--- src/core/adcd_pkg.sv ---
// shared constants and types for the decimation/offset configuration block
package adcd_pkg;

    // register indices; byte address is four times the index
    localparam logic [7:0] IDX_RATIO_LOW = 8'h9A;
    localparam logic [7:0] IDX_RATIO_HIGH = 8'h9B;
    localparam logic [7:0] IDX_OFFSET_DAC = 8'hBF;
    localparam logic [7:0] IDX_CONV_CTRL = 8'hC0;
    localparam logic [7:0] IDX_CONV_STATUS = 8'hC1;

    // reset values
    localparam logic [7:0] RST_RATIO_LOW = 8'hFF;
    localparam logic [7:0] RST_RATIO_HIGH = 8'h07;
    localparam logic [7:0] RST_OFFSET_DAC = 8'h00;

    // field layout
    localparam int RATIO_HIGH_MSB = 2;
    localparam int DAC_SIGN_BIT = 7;
    localparam int DAC_MAG_MSB = 6;
    localparam int STAT_BUSY_BIT = 0;
    localparam int STAT_CAL_BIT = 1;
    localparam int STAT_REFUSED_BIT = 2;

    // smallest ratio setting the filter accepts; lower values are raised to it
    localparam logic [10:0] RATIO_FLOOR = 11'h013;

    // timing: modulator clock from system clock, modulator periods per sample
    localparam int SYS_CLK_NS = 20;
    localparam int MOD_CLK_NS = 80;
    localparam int MOD_DIV_CYC = (MOD_CLK_NS + SYS_CLK_NS - 1) / SYS_CLK_NS;
    localparam logic [7:0] MOD_DIV = 8'(MOD_DIV_CYC);
    localparam logic [7:0] MOD_PER_SAMPLE = 8'h80;

    // conversion modes written by software
    typedef enum logic [1:0]
    {
        MODE_IDLE = 2'b00,
        MODE_SINGLE = 2'b01,
        MODE_CONTINUOUS = 2'b10
    } adcd_mode_t;

    // conversion timer states
    typedef enum logic [0:0]
    {
        ST_IDLE = 1'b0,
        ST_RUN = 1'b1
    } adcd_state_t;

    // apb request carried as one bundle
    typedef struct packed
    {
        logic psel;
        logic penable;
        logic pwrite;
        logic [11:0] paddr;
        logic [31:0] pwdata;
    } adcd_apb_req_t;

    // byte address of a register index
    function automatic logic [11:0] adcd_addr(input logic [7:0] idx);
        adcd_addr = {2'b00, idx, 2'b00};
    endfunction : adcd_addr

    // ratio setting with the floor applied
    function automatic logic [10:0] adcd_eff_ratio(input logic [10:0] setting);
        adcd_eff_ratio = (setting < RATIO_FLOOR) ? RATIO_FLOOR : setting;
    endfunction : adcd_eff_ratio

endpackage : adcd_pkg

--- src/core/adcd_conv_timer.sv ---
// conversion timer: paces output words from the modulator clock
`timescale 1ns/1ps
module adcd_conv_timer
(
    // clock and reset
    input wire logic i_clk_sys,
    input wire logic i_rst_n,
    // control
    input wire adcd_pkg::adcd_mode_t i_mode,
    input wire logic [10:0] i_ratio,
    // status
    output logic o_busy,
    output logic o_word,
    output logic o_mod_tick
);
    import adcd_pkg::*;

    adcd_state_t state_reg;
    logic [7:0] div_reg;
    logic [7:0] phase_reg;
    logic [10:0] samp_reg;
    logic [10:0] ratio_reg;
    logic div_last;
    logic phase_last;
    logic samp_last;

    assign div_last = (div_reg == MOD_DIV - 8'h01);
    assign phase_last = (phase_reg == MOD_PER_SAMPLE - 8'h01);
    assign samp_last = (samp_reg == ratio_reg);

    // state and latched ratio; ratio is frozen per conversion so a rewrite
    // mid-conversion cannot stretch or cut the current word
    always_ff @(posedge i_clk_sys)
    begin
        if (!i_rst_n)
        begin
            state_reg <= ST_IDLE;
            ratio_reg <= RATIO_FLOOR;
        end
        else
        begin
            unique case (state_reg)
                ST_IDLE:
                begin
                    // right after a single word the mode register is still one
                    // cycle from dropping; o_word blocks a false second start
                    if (i_mode != MODE_IDLE && !o_word)
                    begin
                        state_reg <= ST_RUN;
                        ratio_reg <= i_ratio;
                    end
                end
                ST_RUN:
                begin
                    if (i_mode == MODE_IDLE)
                        state_reg <= ST_IDLE;
                    else if (div_last && phase_last && samp_last)
                    begin
                        ratio_reg <= i_ratio;
                        if (i_mode == MODE_SINGLE)
                            state_reg <= ST_IDLE;
                    end
                end
            endcase
        end
    end

    // modulator clock divider and sample counters
    always_ff @(posedge i_clk_sys)
    begin
        if (!i_rst_n || state_reg == ST_IDLE)
        begin
            div_reg <= 8'h00;
            phase_reg <= 8'h00;
            samp_reg <= 11'h000;
        end
        else
        begin
            div_reg <= div_last ? 8'h00 : div_reg + 8'h01;
            if (div_last)
            begin
                phase_reg <= phase_last ? 8'h00 : phase_reg + 8'h01;
                if (phase_last)
                    samp_reg <= samp_last ? 11'h000 : samp_reg + 11'h001;
            end
        end
    end

    // registered outputs
    always_ff @(posedge i_clk_sys)
    begin
        if (!i_rst_n)
        begin
            o_busy <= 1'b0;
            o_word <= 1'b0;
            o_mod_tick <= 1'b0;
        end
        else
        begin
            o_busy <= (state_reg == ST_RUN) && (i_mode != MODE_IDLE);
            o_word <= (state_reg == ST_RUN) && (i_mode != MODE_IDLE)
                && div_last && phase_last && samp_last;
            o_mod_tick <= (state_reg == ST_RUN) && div_last;
        end
    end

endmodule : adcd_conv_timer

--- src/core/adcd_top.sv ---
// decimation ratio and offset dac registers with apb access and pacing
//
// Notes on behaviour
// - ratio high register holds ratio bits 10:8 in bits 2:0; resets 0x07.
// - low register is ratio bits 7:0; word spans (ratio+1)*128 modulator periods.
// - software programs at least 19; settings below 19 act as 19; low resets 0xFF.
// - offset dac is sign-magnitude, bit 7 negative, bits 6:0 magnitude; resets 0.
`timescale 1ns/1ps
module adcd_top
(
    // clock and reset
    input wire logic i_clk_sys,
    input wire logic i_rst_n,
    // apb slave
    input wire adcd_pkg::adcd_apb_req_t i_apb,
    output logic [31:0] o_prdata,
    output logic o_pready,
    output logic o_pslverr,
    // calibration engine status
    input wire logic i_cal_busy,
    // configuration to the filter and dac
    output logic [10:0] o_ratio_eff,
    output logic o_dac_negative,
    output logic [6:0] o_dac_magnitude,
    // conversion pacing
    output logic o_conv_busy,
    output logic o_word_strobe,
    output logic o_mod_tick
);
    import adcd_pkg::*;

    logic [7:0] ratio_low_reg;
    logic [2:0] ratio_high_reg;
    logic [7:0] offset_dac_reg;
    adcd_mode_t mode_reg;
    logic refused_reg;
    logic [10:0] ratio_eff_next;
    logic access;
    logic wr_fire;
    logic hit_low;
    logic hit_high;
    logic hit_dac;
    logic hit_ctrl;
    logic hit_stat;
    logic mapped;
    logic conv_idle;
    logic dac_wr;
    logic [31:0] rd_mux;
    logic timer_busy;
    logic timer_word;
    logic timer_tick;

    // address decode
    assign hit_low = (i_apb.paddr == adcd_addr(IDX_RATIO_LOW));
    assign hit_high = (i_apb.paddr == adcd_addr(IDX_RATIO_HIGH));
    assign hit_dac = (i_apb.paddr == adcd_addr(IDX_OFFSET_DAC));
    assign hit_ctrl = (i_apb.paddr == adcd_addr(IDX_CONV_CTRL));
    assign hit_stat = (i_apb.paddr == adcd_addr(IDX_CONV_STATUS));
    assign mapped = hit_low | hit_high | hit_dac | hit_ctrl | hit_stat;

    // access phase, and the completing edge where pready is already high
    assign access = i_apb.psel && i_apb.penable;
    assign wr_fire = access && o_pready && i_apb.pwrite;

    // converter idle means neither converting nor calibrating
    assign conv_idle = !timer_busy && (mode_reg == MODE_IDLE) && !i_cal_busy;
    assign dac_wr = wr_fire && hit_dac;

    // combined ratio with the floor applied
    assign ratio_eff_next = adcd_eff_ratio({ratio_high_reg, ratio_low_reg});

    // read data selection; unused bits read as zero
    always_comb
    begin
        rd_mux = 32'h0000_0000;
        if (hit_low)
            rd_mux[7:0] = ratio_low_reg;
        else if (hit_high)
            rd_mux[RATIO_HIGH_MSB:0] = ratio_high_reg;
        else if (hit_dac)
            rd_mux[7:0] = offset_dac_reg;
        else if (hit_ctrl)
            rd_mux[1:0] = mode_reg;
        else if (hit_stat)
        begin
            rd_mux[STAT_BUSY_BIT] = timer_busy;
            rd_mux[STAT_CAL_BIT] = i_cal_busy;
            rd_mux[STAT_REFUSED_BIT] = refused_reg;
        end
    end

    // apb handshake: one wait state, read data latched with pready
    always_ff @(posedge i_clk_sys)
    begin
        if (!i_rst_n)
        begin
            o_pready <= 1'b0;
            o_prdata <= 32'h0000_0000;
            o_pslverr <= 1'b0;
        end
        else if (access && !o_pready)
        begin
            o_pready <= 1'b1;
            o_prdata <= i_apb.pwrite ? 32'h0000_0000 : rd_mux;
            o_pslverr <= !mapped;
        end
        else
        begin
            o_pready <= 1'b0;
            o_prdata <= 32'h0000_0000;
            o_pslverr <= 1'b0;
        end
    end

    // decimation ratio registers
    always_ff @(posedge i_clk_sys)
    begin
        if (!i_rst_n)
        begin
            ratio_low_reg <= RST_RATIO_LOW;
            ratio_high_reg <= RST_RATIO_HIGH[RATIO_HIGH_MSB:0];
        end
        else if (wr_fire)
        begin
            if (hit_low)
                ratio_low_reg <= i_apb.pwdata[7:0];
            if (hit_high)
                ratio_high_reg <= i_apb.pwdata[RATIO_HIGH_MSB:0];
        end
    end

    // offset dac register; a write while busy would glitch the analog offset
    // in the middle of a word, so it is dropped
    always_ff @(posedge i_clk_sys)
    begin
        if (!i_rst_n)
            offset_dac_reg <= RST_OFFSET_DAC;
        else if (dac_wr && conv_idle)
            offset_dac_reg <= i_apb.pwdata[7:0];
    end

    // refused-write flag: set by hardware, cleared by writing one; set wins
    always_ff @(posedge i_clk_sys)
    begin
        if (!i_rst_n)
            refused_reg <= 1'b0;
        else if (dac_wr && !conv_idle)
            refused_reg <= 1'b1;
        else if (wr_fire && hit_stat && i_apb.pwdata[STAT_REFUSED_BIT])
            refused_reg <= 1'b0;
    end

    // conversion mode; single mode falls back to idle after its word,
    // but a software write in that same cycle wins
    always_ff @(posedge i_clk_sys)
    begin
        if (!i_rst_n)
            mode_reg <= MODE_IDLE;
        else if (wr_fire && hit_ctrl)
        begin
            unique case (i_apb.pwdata[1:0])
                2'b01: mode_reg <= MODE_SINGLE;
                2'b10: mode_reg <= MODE_CONTINUOUS;
                default: mode_reg <= MODE_IDLE;
            endcase
        end
        else if (timer_word && mode_reg == MODE_SINGLE)
            mode_reg <= MODE_IDLE;
    end

    // configuration outputs
    always_ff @(posedge i_clk_sys)
    begin
        if (!i_rst_n)
        begin
            o_ratio_eff <= adcd_eff_ratio({RST_RATIO_HIGH[RATIO_HIGH_MSB:0], RST_RATIO_LOW});
            o_dac_negative <= RST_OFFSET_DAC[DAC_SIGN_BIT];
            o_dac_magnitude <= RST_OFFSET_DAC[DAC_MAG_MSB:0];
        end
        else
        begin
            o_ratio_eff <= ratio_eff_next;
            o_dac_negative <= offset_dac_reg[DAC_SIGN_BIT];
            o_dac_magnitude <= offset_dac_reg[DAC_MAG_MSB:0];
        end
    end

    // pacing outputs
    always_ff @(posedge i_clk_sys)
    begin
        if (!i_rst_n)
        begin
            o_conv_busy <= 1'b0;
            o_word_strobe <= 1'b0;
            o_mod_tick <= 1'b0;
        end
        else
        begin
            o_conv_busy <= timer_busy;
            o_word_strobe <= timer_word;
            o_mod_tick <= timer_tick;
        end
    end

    // word pacing from the modulator clock
    adcd_conv_timer u_timer
    (
        .i_clk_sys(i_clk_sys),
        .i_rst_n(i_rst_n),
        .i_mode(mode_reg),
        .i_ratio(ratio_eff_next),
        .o_busy(timer_busy),
        .o_word(timer_word),
        .o_mod_tick(timer_tick)
    );

    // helper: cycles between word strobes, and the ratio behind them
    logic [23:0] gap_cnt;
    logic [10:0] gap_ratio;
    logic gap_valid;
    always_ff @(posedge i_clk_sys)
    begin
        if (!i_rst_n || !timer_busy)
        begin
            gap_cnt <= 24'h000000;
            gap_valid <= 1'b0;
            gap_ratio <= ratio_eff_next;
        end
        else if (timer_word)
        begin
            gap_cnt <= 24'h000001;
            gap_valid <= 1'b1;
            gap_ratio <= ratio_eff_next;
        end
        else
            gap_cnt <= gap_cnt + 24'h000001;
    end

    a_ratio_floor: assert property (@(posedge i_clk_sys) disable iff (!i_rst_n)
        o_ratio_eff >= RATIO_FLOOR)
        else $error("effective ratio below floor");

    a_ratio_combine: assert property (@(posedge i_clk_sys) disable iff (!i_rst_n)
        ({ratio_high_reg, ratio_low_reg} >= RATIO_FLOOR)
        |=> (o_ratio_eff == $past({ratio_high_reg, ratio_low_reg})))
        else $error("effective ratio does not follow registers");

    a_high_write: assert property (@(posedge i_clk_sys) disable iff (!i_rst_n)
        (wr_fire && hit_high)
        |=> (ratio_high_reg == $past(i_apb.pwdata[RATIO_HIGH_MSB:0]))
        ##1 (o_ratio_eff[10:8] == ratio_high_reg || o_ratio_eff == RATIO_FLOOR))
        else $error("high ratio bits not stored");

    a_dac_split: assert property (@(posedge i_clk_sys) disable iff (!i_rst_n)
        (dac_wr && conv_idle)
        |-> ##2 (o_dac_negative == $past(i_apb.pwdata[7], 2))
        && (o_dac_magnitude == $past(i_apb.pwdata[6:0], 2)))
        else $error("offset dac sign or magnitude wrong");

    a_dac_hold: assert property (@(posedge i_clk_sys) disable iff (!i_rst_n)
        (dac_wr && !conv_idle) |=> $stable(offset_dac_reg) && refused_reg)
        else $error("offset dac changed while busy");

    a_word_period: assert property (@(posedge i_clk_sys) disable iff (!i_rst_n)
        (timer_word && gap_valid && gap_ratio == ratio_eff_next)
        |-> (gap_cnt == 24'((32'(gap_ratio) + 32'd1) * 32'd128 * 32'(MOD_DIV))))
        else $error("word period not ratio plus one times 128 modulator periods");

    a_pready_pulse: assert property (@(posedge i_clk_sys) disable iff (!i_rst_n)
        o_pready |=> !o_pready)
        else $error("pready held for two cycles");

    a_unmapped_err: assert property (@(posedge i_clk_sys) disable iff (!i_rst_n)
        (access && !o_pready && !mapped) |=> (o_pready && o_pslverr))
        else $error("unmapped access without error");

endmodule : adcd_top

--- config.mk ---
export PLATFORM = sky130hd
export DESIGN_NAME = adcd_top
export DESIGN_NICKNAME = d
export VERILOG_FILES = /design/src/core/adcd_pkg.sv /design/src/core/adcd_conv_timer.sv /design/src/core/adcd_top.sv
export SDC_FILE = /design/constraint.sdc
export NUM_CORES = 1
export LEC_CHECK = 0
export BUFFER_PORTS_ARGS = -buffer_cell sky130_fd_sc_hd__buf_2
export CAP_MARGIN = 20
export CORE_ASPECT_RATIO = 0.8
export CORE_MARGIN = 2
export CORE_UTILIZATION = 50
export CTS_CLUSTER_SIZE = 28
export DETAILED_ROUTE_END_ITERATION = 6
export PLACE_DENSITY = 0.77
export SLEW_MARGIN = 40
export SYNTH_ARGS = -nofsm -noshare
export SYNTH_HDL_FRONTEND = slang
export SYNTH_HIERARCHICAL = 1
export SYNTH_SLANG_ARGS = --single-unit
--- constraint.sdc ---
create_clock -name i_clk_sys -period 3.8 [get_ports i_clk_sys]
set_input_delay 0.38 -clock i_clk_sys [delete_from_list [all_inputs] [get_ports i_clk_sys]]
set_output_delay 0.38 -clock i_clk_sys [all_outputs]
set_load 0.005 [all_outputs]
==> impl_metrics.toml <==
[critical_path]
cp_slowest_cell = "nor4_4"
path_cells = "ha_1 -> nor4b_4 -> nand4_4 -> nor4_4 -> buf_4 -> nor3_1 -> a311o_1"
critical_path_class = "reg2reg"
cp.required_ns = 4.03
ff2ff_setup_slack_ns = 1.31
worstPathArrival_ns = 2.73
crit_fanout = 14
r2r-start = "u_timer/div_reg[0]$_SDFF_PP0_"
rr_worst_depth = 7
timing.rr.end = "u_timer/ratio_reg[5]$_SDFFE_PN0P_"
cpPeakStageDelay_ns = 0.57
start_kind = "register"
crit_path_end_kind = "register"

[cts]
cts_resized = 0
ctsHoldBuffers = 0
cts_sinks = 96
clk_latency_ns = 0.35
postCtsSetupBuffers = 0
cts_tree = "done"
ctsLongestPathBuffers = 2
clk_pin_slew_ns = 0.07
clockRootBuffer = "clkbuf_16"
cts_buffers = 9
htree_num_levels = 3

[floorplan]
initial_core_util = 0.507
rows = 31
pin_count = 106
die_w_microns = 110
die-area_sq_mm = 0.00984
die_h_microns = 89.1
core_area_sq_mm = 0.00892

[sta]
rsz0062_at_grt = "no"
fmax_mhz = 401
hold_viol = 0
finClkSkew_ns = 0.00760
setup_viol = 0
worst_pin_slew_ns = 0.718
timing.slew.headroom = 0.521
setup_tns_ns = 0
min_period_over_period = 0.656
slew_viol_final = 0
post-route-min-period_ns = 2.49

[synthesis]
async_flop_share = 0
yosysSeqAreaShare = 0.425
ys.flop_type = "dfxtp_1"
syn_area_per_cell_sq_um = 8.93
synthCells = 507
ys_ff_latch = 96
mappedNetlistArea_sq_mm = 0.00453
synth-edff-count = 0
ys_warn_count = 6
ys_types = 58

[detailed_routing]
viasPerCell = 5.70
firstDrtPassIters = 5
wl_met3_microns = 682
routed_wl_microns = 9940
drt_iter0_markers = 312
routed-wl-met2_microns = 4460
dr_total_vias = 3804
drcViolationCount = 0
wl_per_cell_microns = 14.9
wl_met1_microns = 4640
maxUsedRoutingLayer = "met4"
final_antenna_net_count = 0

[layout]
n_antenna_cell = 0
drive_above_1_share = 0.178
areaGrowthSynthToFinish_pct = 11.7
final_util = 0.567
layout.nets = 600
final_cells = 667
fillers = 792

[worst_hold_path]
hold_depth = 3
min_from = "i_apb[5]"
hold_path_class = "in2reg"
whs_endpoint = "offset_dac_reg[5]$_SDFFE_PN0P_"

[power]
p_leak_nw = 1.99
totalPowerFinal_mw = 2.01
ir_drop_uv = 299
powerDensity_mw_per_mm2 = 398

[placement]
port_buffers = 57
dp_hpwl_microns = 7210
place_inst = 651
gp_congestion = 0.966

[global_route]
grt-ovfl-total = 0
grt_pass1_wl_microns = 16700
grt_use_total = 0.220
grt_max_degree = 37
antenna_found_initial = 0
grt_pass1_vias = 3487

[status]
status = "finished clean"

[flow_run]
drv_cap = 0
==> power breakdown <==
| part | total [mW] | leakage [nW] | internal, mW | switching (mW) |
|---|---|---|---|---|
| registers | 1.01 | 0.774 | 1.01 | 0.000463 |
| logic | 0.0615 | 1.06 | 0.0201 | 0.0414 |
| clock network | 0.943 | 0.154 | 0.538 | 0.405 |
==> cell type report <==
type | instances | area (sq um) | share of cell area
multi-input combinational | 361 | 2300 | 0.455
sequential | 96 | 1920 | 0.380
timing repair buffer | 59 | 300 | 0.0594
clock buffer | 10 | 239 | 0.0473
tap | 115 | 144 | 0.0285
inverter | 20 | 75.1 | 0.0148
clock inverter | 6 | 73.8 | 0.0146
==> through the flow <==
stage | setup WS, ns | cell area [sq um] | hold slack [ns]
floorplan | 1.80 | 4610 | 0.412
global placement | 1.24 | 4730 | 0.425
detailed placement | 1.31 | 4740 | 0.421
CTS | 1.32 | 5050 | 0.281
global route | 1.15 | 5060 | 0.288
finish | 1.31 | 5060 | 0.286
==> synth_stat cells (3+ instances only) <==
| library cell | number | area, sq um |
|---|---|---|
| nor3_2 | 3 | 30.0 |
| a211oi_1 | 4 | 30.0 |
| buf_6 | 3 | 33.8 |
| and4_1 | 7 | 61.3 |
| nor2b_1 | 5 | 31.3 |
| clkbuf_1 | 21 | 78.8 |
| or3_1 | 3 | 18.8 |
| xor2_1 | 7 | 61.3 |
| mux2i_1 | 13 | 130 |
| or2_2 | 3 | 18.8 |
| a22oi_1 | 5 | 37.5 |
| and3_1 | 7 | 43.8 |
| dfxtp_1 | 96 | 1920 |
| inv_1 | 20 | 75.1 |
| xnor2_1 | 16 | 140 |
| nand2_1 | 47 | 176 |
| ha_1 | 3 | 37.5 |
| a311o_1 | 9 | 90.1 |
| a31oi_1 | 8 | 50.1 |
| nor3_1 | 18 | 90.1 |
| a221o_1 | 8 | 80.1 |
| nand4_1 | 13 | 81.3 |
| a32o_1 | 4 | 40.0 |
| nor2_1 | 42 | 158 |
| nand2b_1 | 12 | 75.1 |
| o21ai_0 | 17 | 85.1 |
| a21oi_1 | 13 | 65.1 |
| nand3b_1 | 4 | 30.0 |
| nor3b_1 | 3 | 22.5 |
| buf_4 | 26 | 195 |
| and2_1 | 8 | 50.1 |
| nand3_1 | 26 | 130 |
| nor4_4 | 3 | 63.8 |
==> per-layer routing <==
| layer | up-vias | track usage |
|---|---|---|
| li1 | 1840 | - |
| met1 | 1820 | 0.297 |
| met2 | 128 | 0.340 |
| met3 | 16 | 0.0641 |
| met4 | 0 | 0.0716 |
| met5 | - | 0 |
==> placed cells by master (no fill, tap or decap), types with 7 or more instances in the layout <==
cell / netlist / layout
dfxtp_1: 96 / 96
buf_2: 2 / 57
nand2_1: 47 / 47
nor2_1: 42 / 41
nand3_1: 26 / 26
conb_1: 1 / 24
inv_1: 20 / 20
nor3_1: 18 / 17
o21ai_0: 17 / 17
xnor2_1: 16 / 16
nand4_1: 13 / 13
mux2i_1: 13 / 13
a21oi_1: 13 / 13
nand2b_1: 12 / 12
a311o_1: 9 / 9
clkbuf_16: 0 / 9
and2_1: 8 / 8
a31oi_1: 8 / 8
a221o_1: 8 / 8
and4_1: 7 / 7
and3_1: 7 / 7
xor2_1: 7 / 7
==> cells by family after synthesis <==
logic type,Yosys count,share of synthesized area
and+or+nand+nor,223,0.285
AOI/OAI and AO/OA,74,0.118
adders and majority gates,3,0.00829
DFF,96,0.425
muxes,14,0.0312
other,1,0.000828
buffers and inverters,73,0.0876
xor gates and xnor gates,23,0.0445
==> worst max-delay path, delay by kind of cell, from the launching register on <==
family | cells | cell delay [ns]
AO/OA/AOI/OAI | 1 | 0.35
buffers and inverters | 1 | 0.30
adder cells (fa/ha/maj) | 1 | 0.21
flip-flops | 1 | 0.35
AND/OR/NAND/NOR | 4 | 1.18
==> how the worst max path moves through the flow <==
stage	start	to	slack (ns)	depth (start not counted)
final	u_timer/div_reg[0]$_SDFF_PP0_	u_timer/ratio_reg[5]$_SDFFE_PN0P_	1.31	7
after CTS	u_timer/div_reg[0]$_SDFF_PP0_	u_timer/ratio_reg[7]$_SDFFE_PN0P_	1.32	7
after detailed placement	i_rst_n	u_timer/samp_reg[10]$_SDFFE_PP0P_	1.31	4
after global placement	u_timer/div_reg[0]$_SDFF_PP0_	u_timer/ratio_reg[3]$_SDFFE_PN0P_	1.24	6
after floorplan	u_timer/div_reg[0]$_SDFF_PP0_	u_timer/ratio_reg[10]$_SDFFE_PN0P_	1.80	7
after global routing	u_timer/div_reg[0]$_SDFF_PP0_	u_timer/ratio_reg[9]$_SDFFE_PN0P_	1.15	7
(Power assumes the default switching activity.)
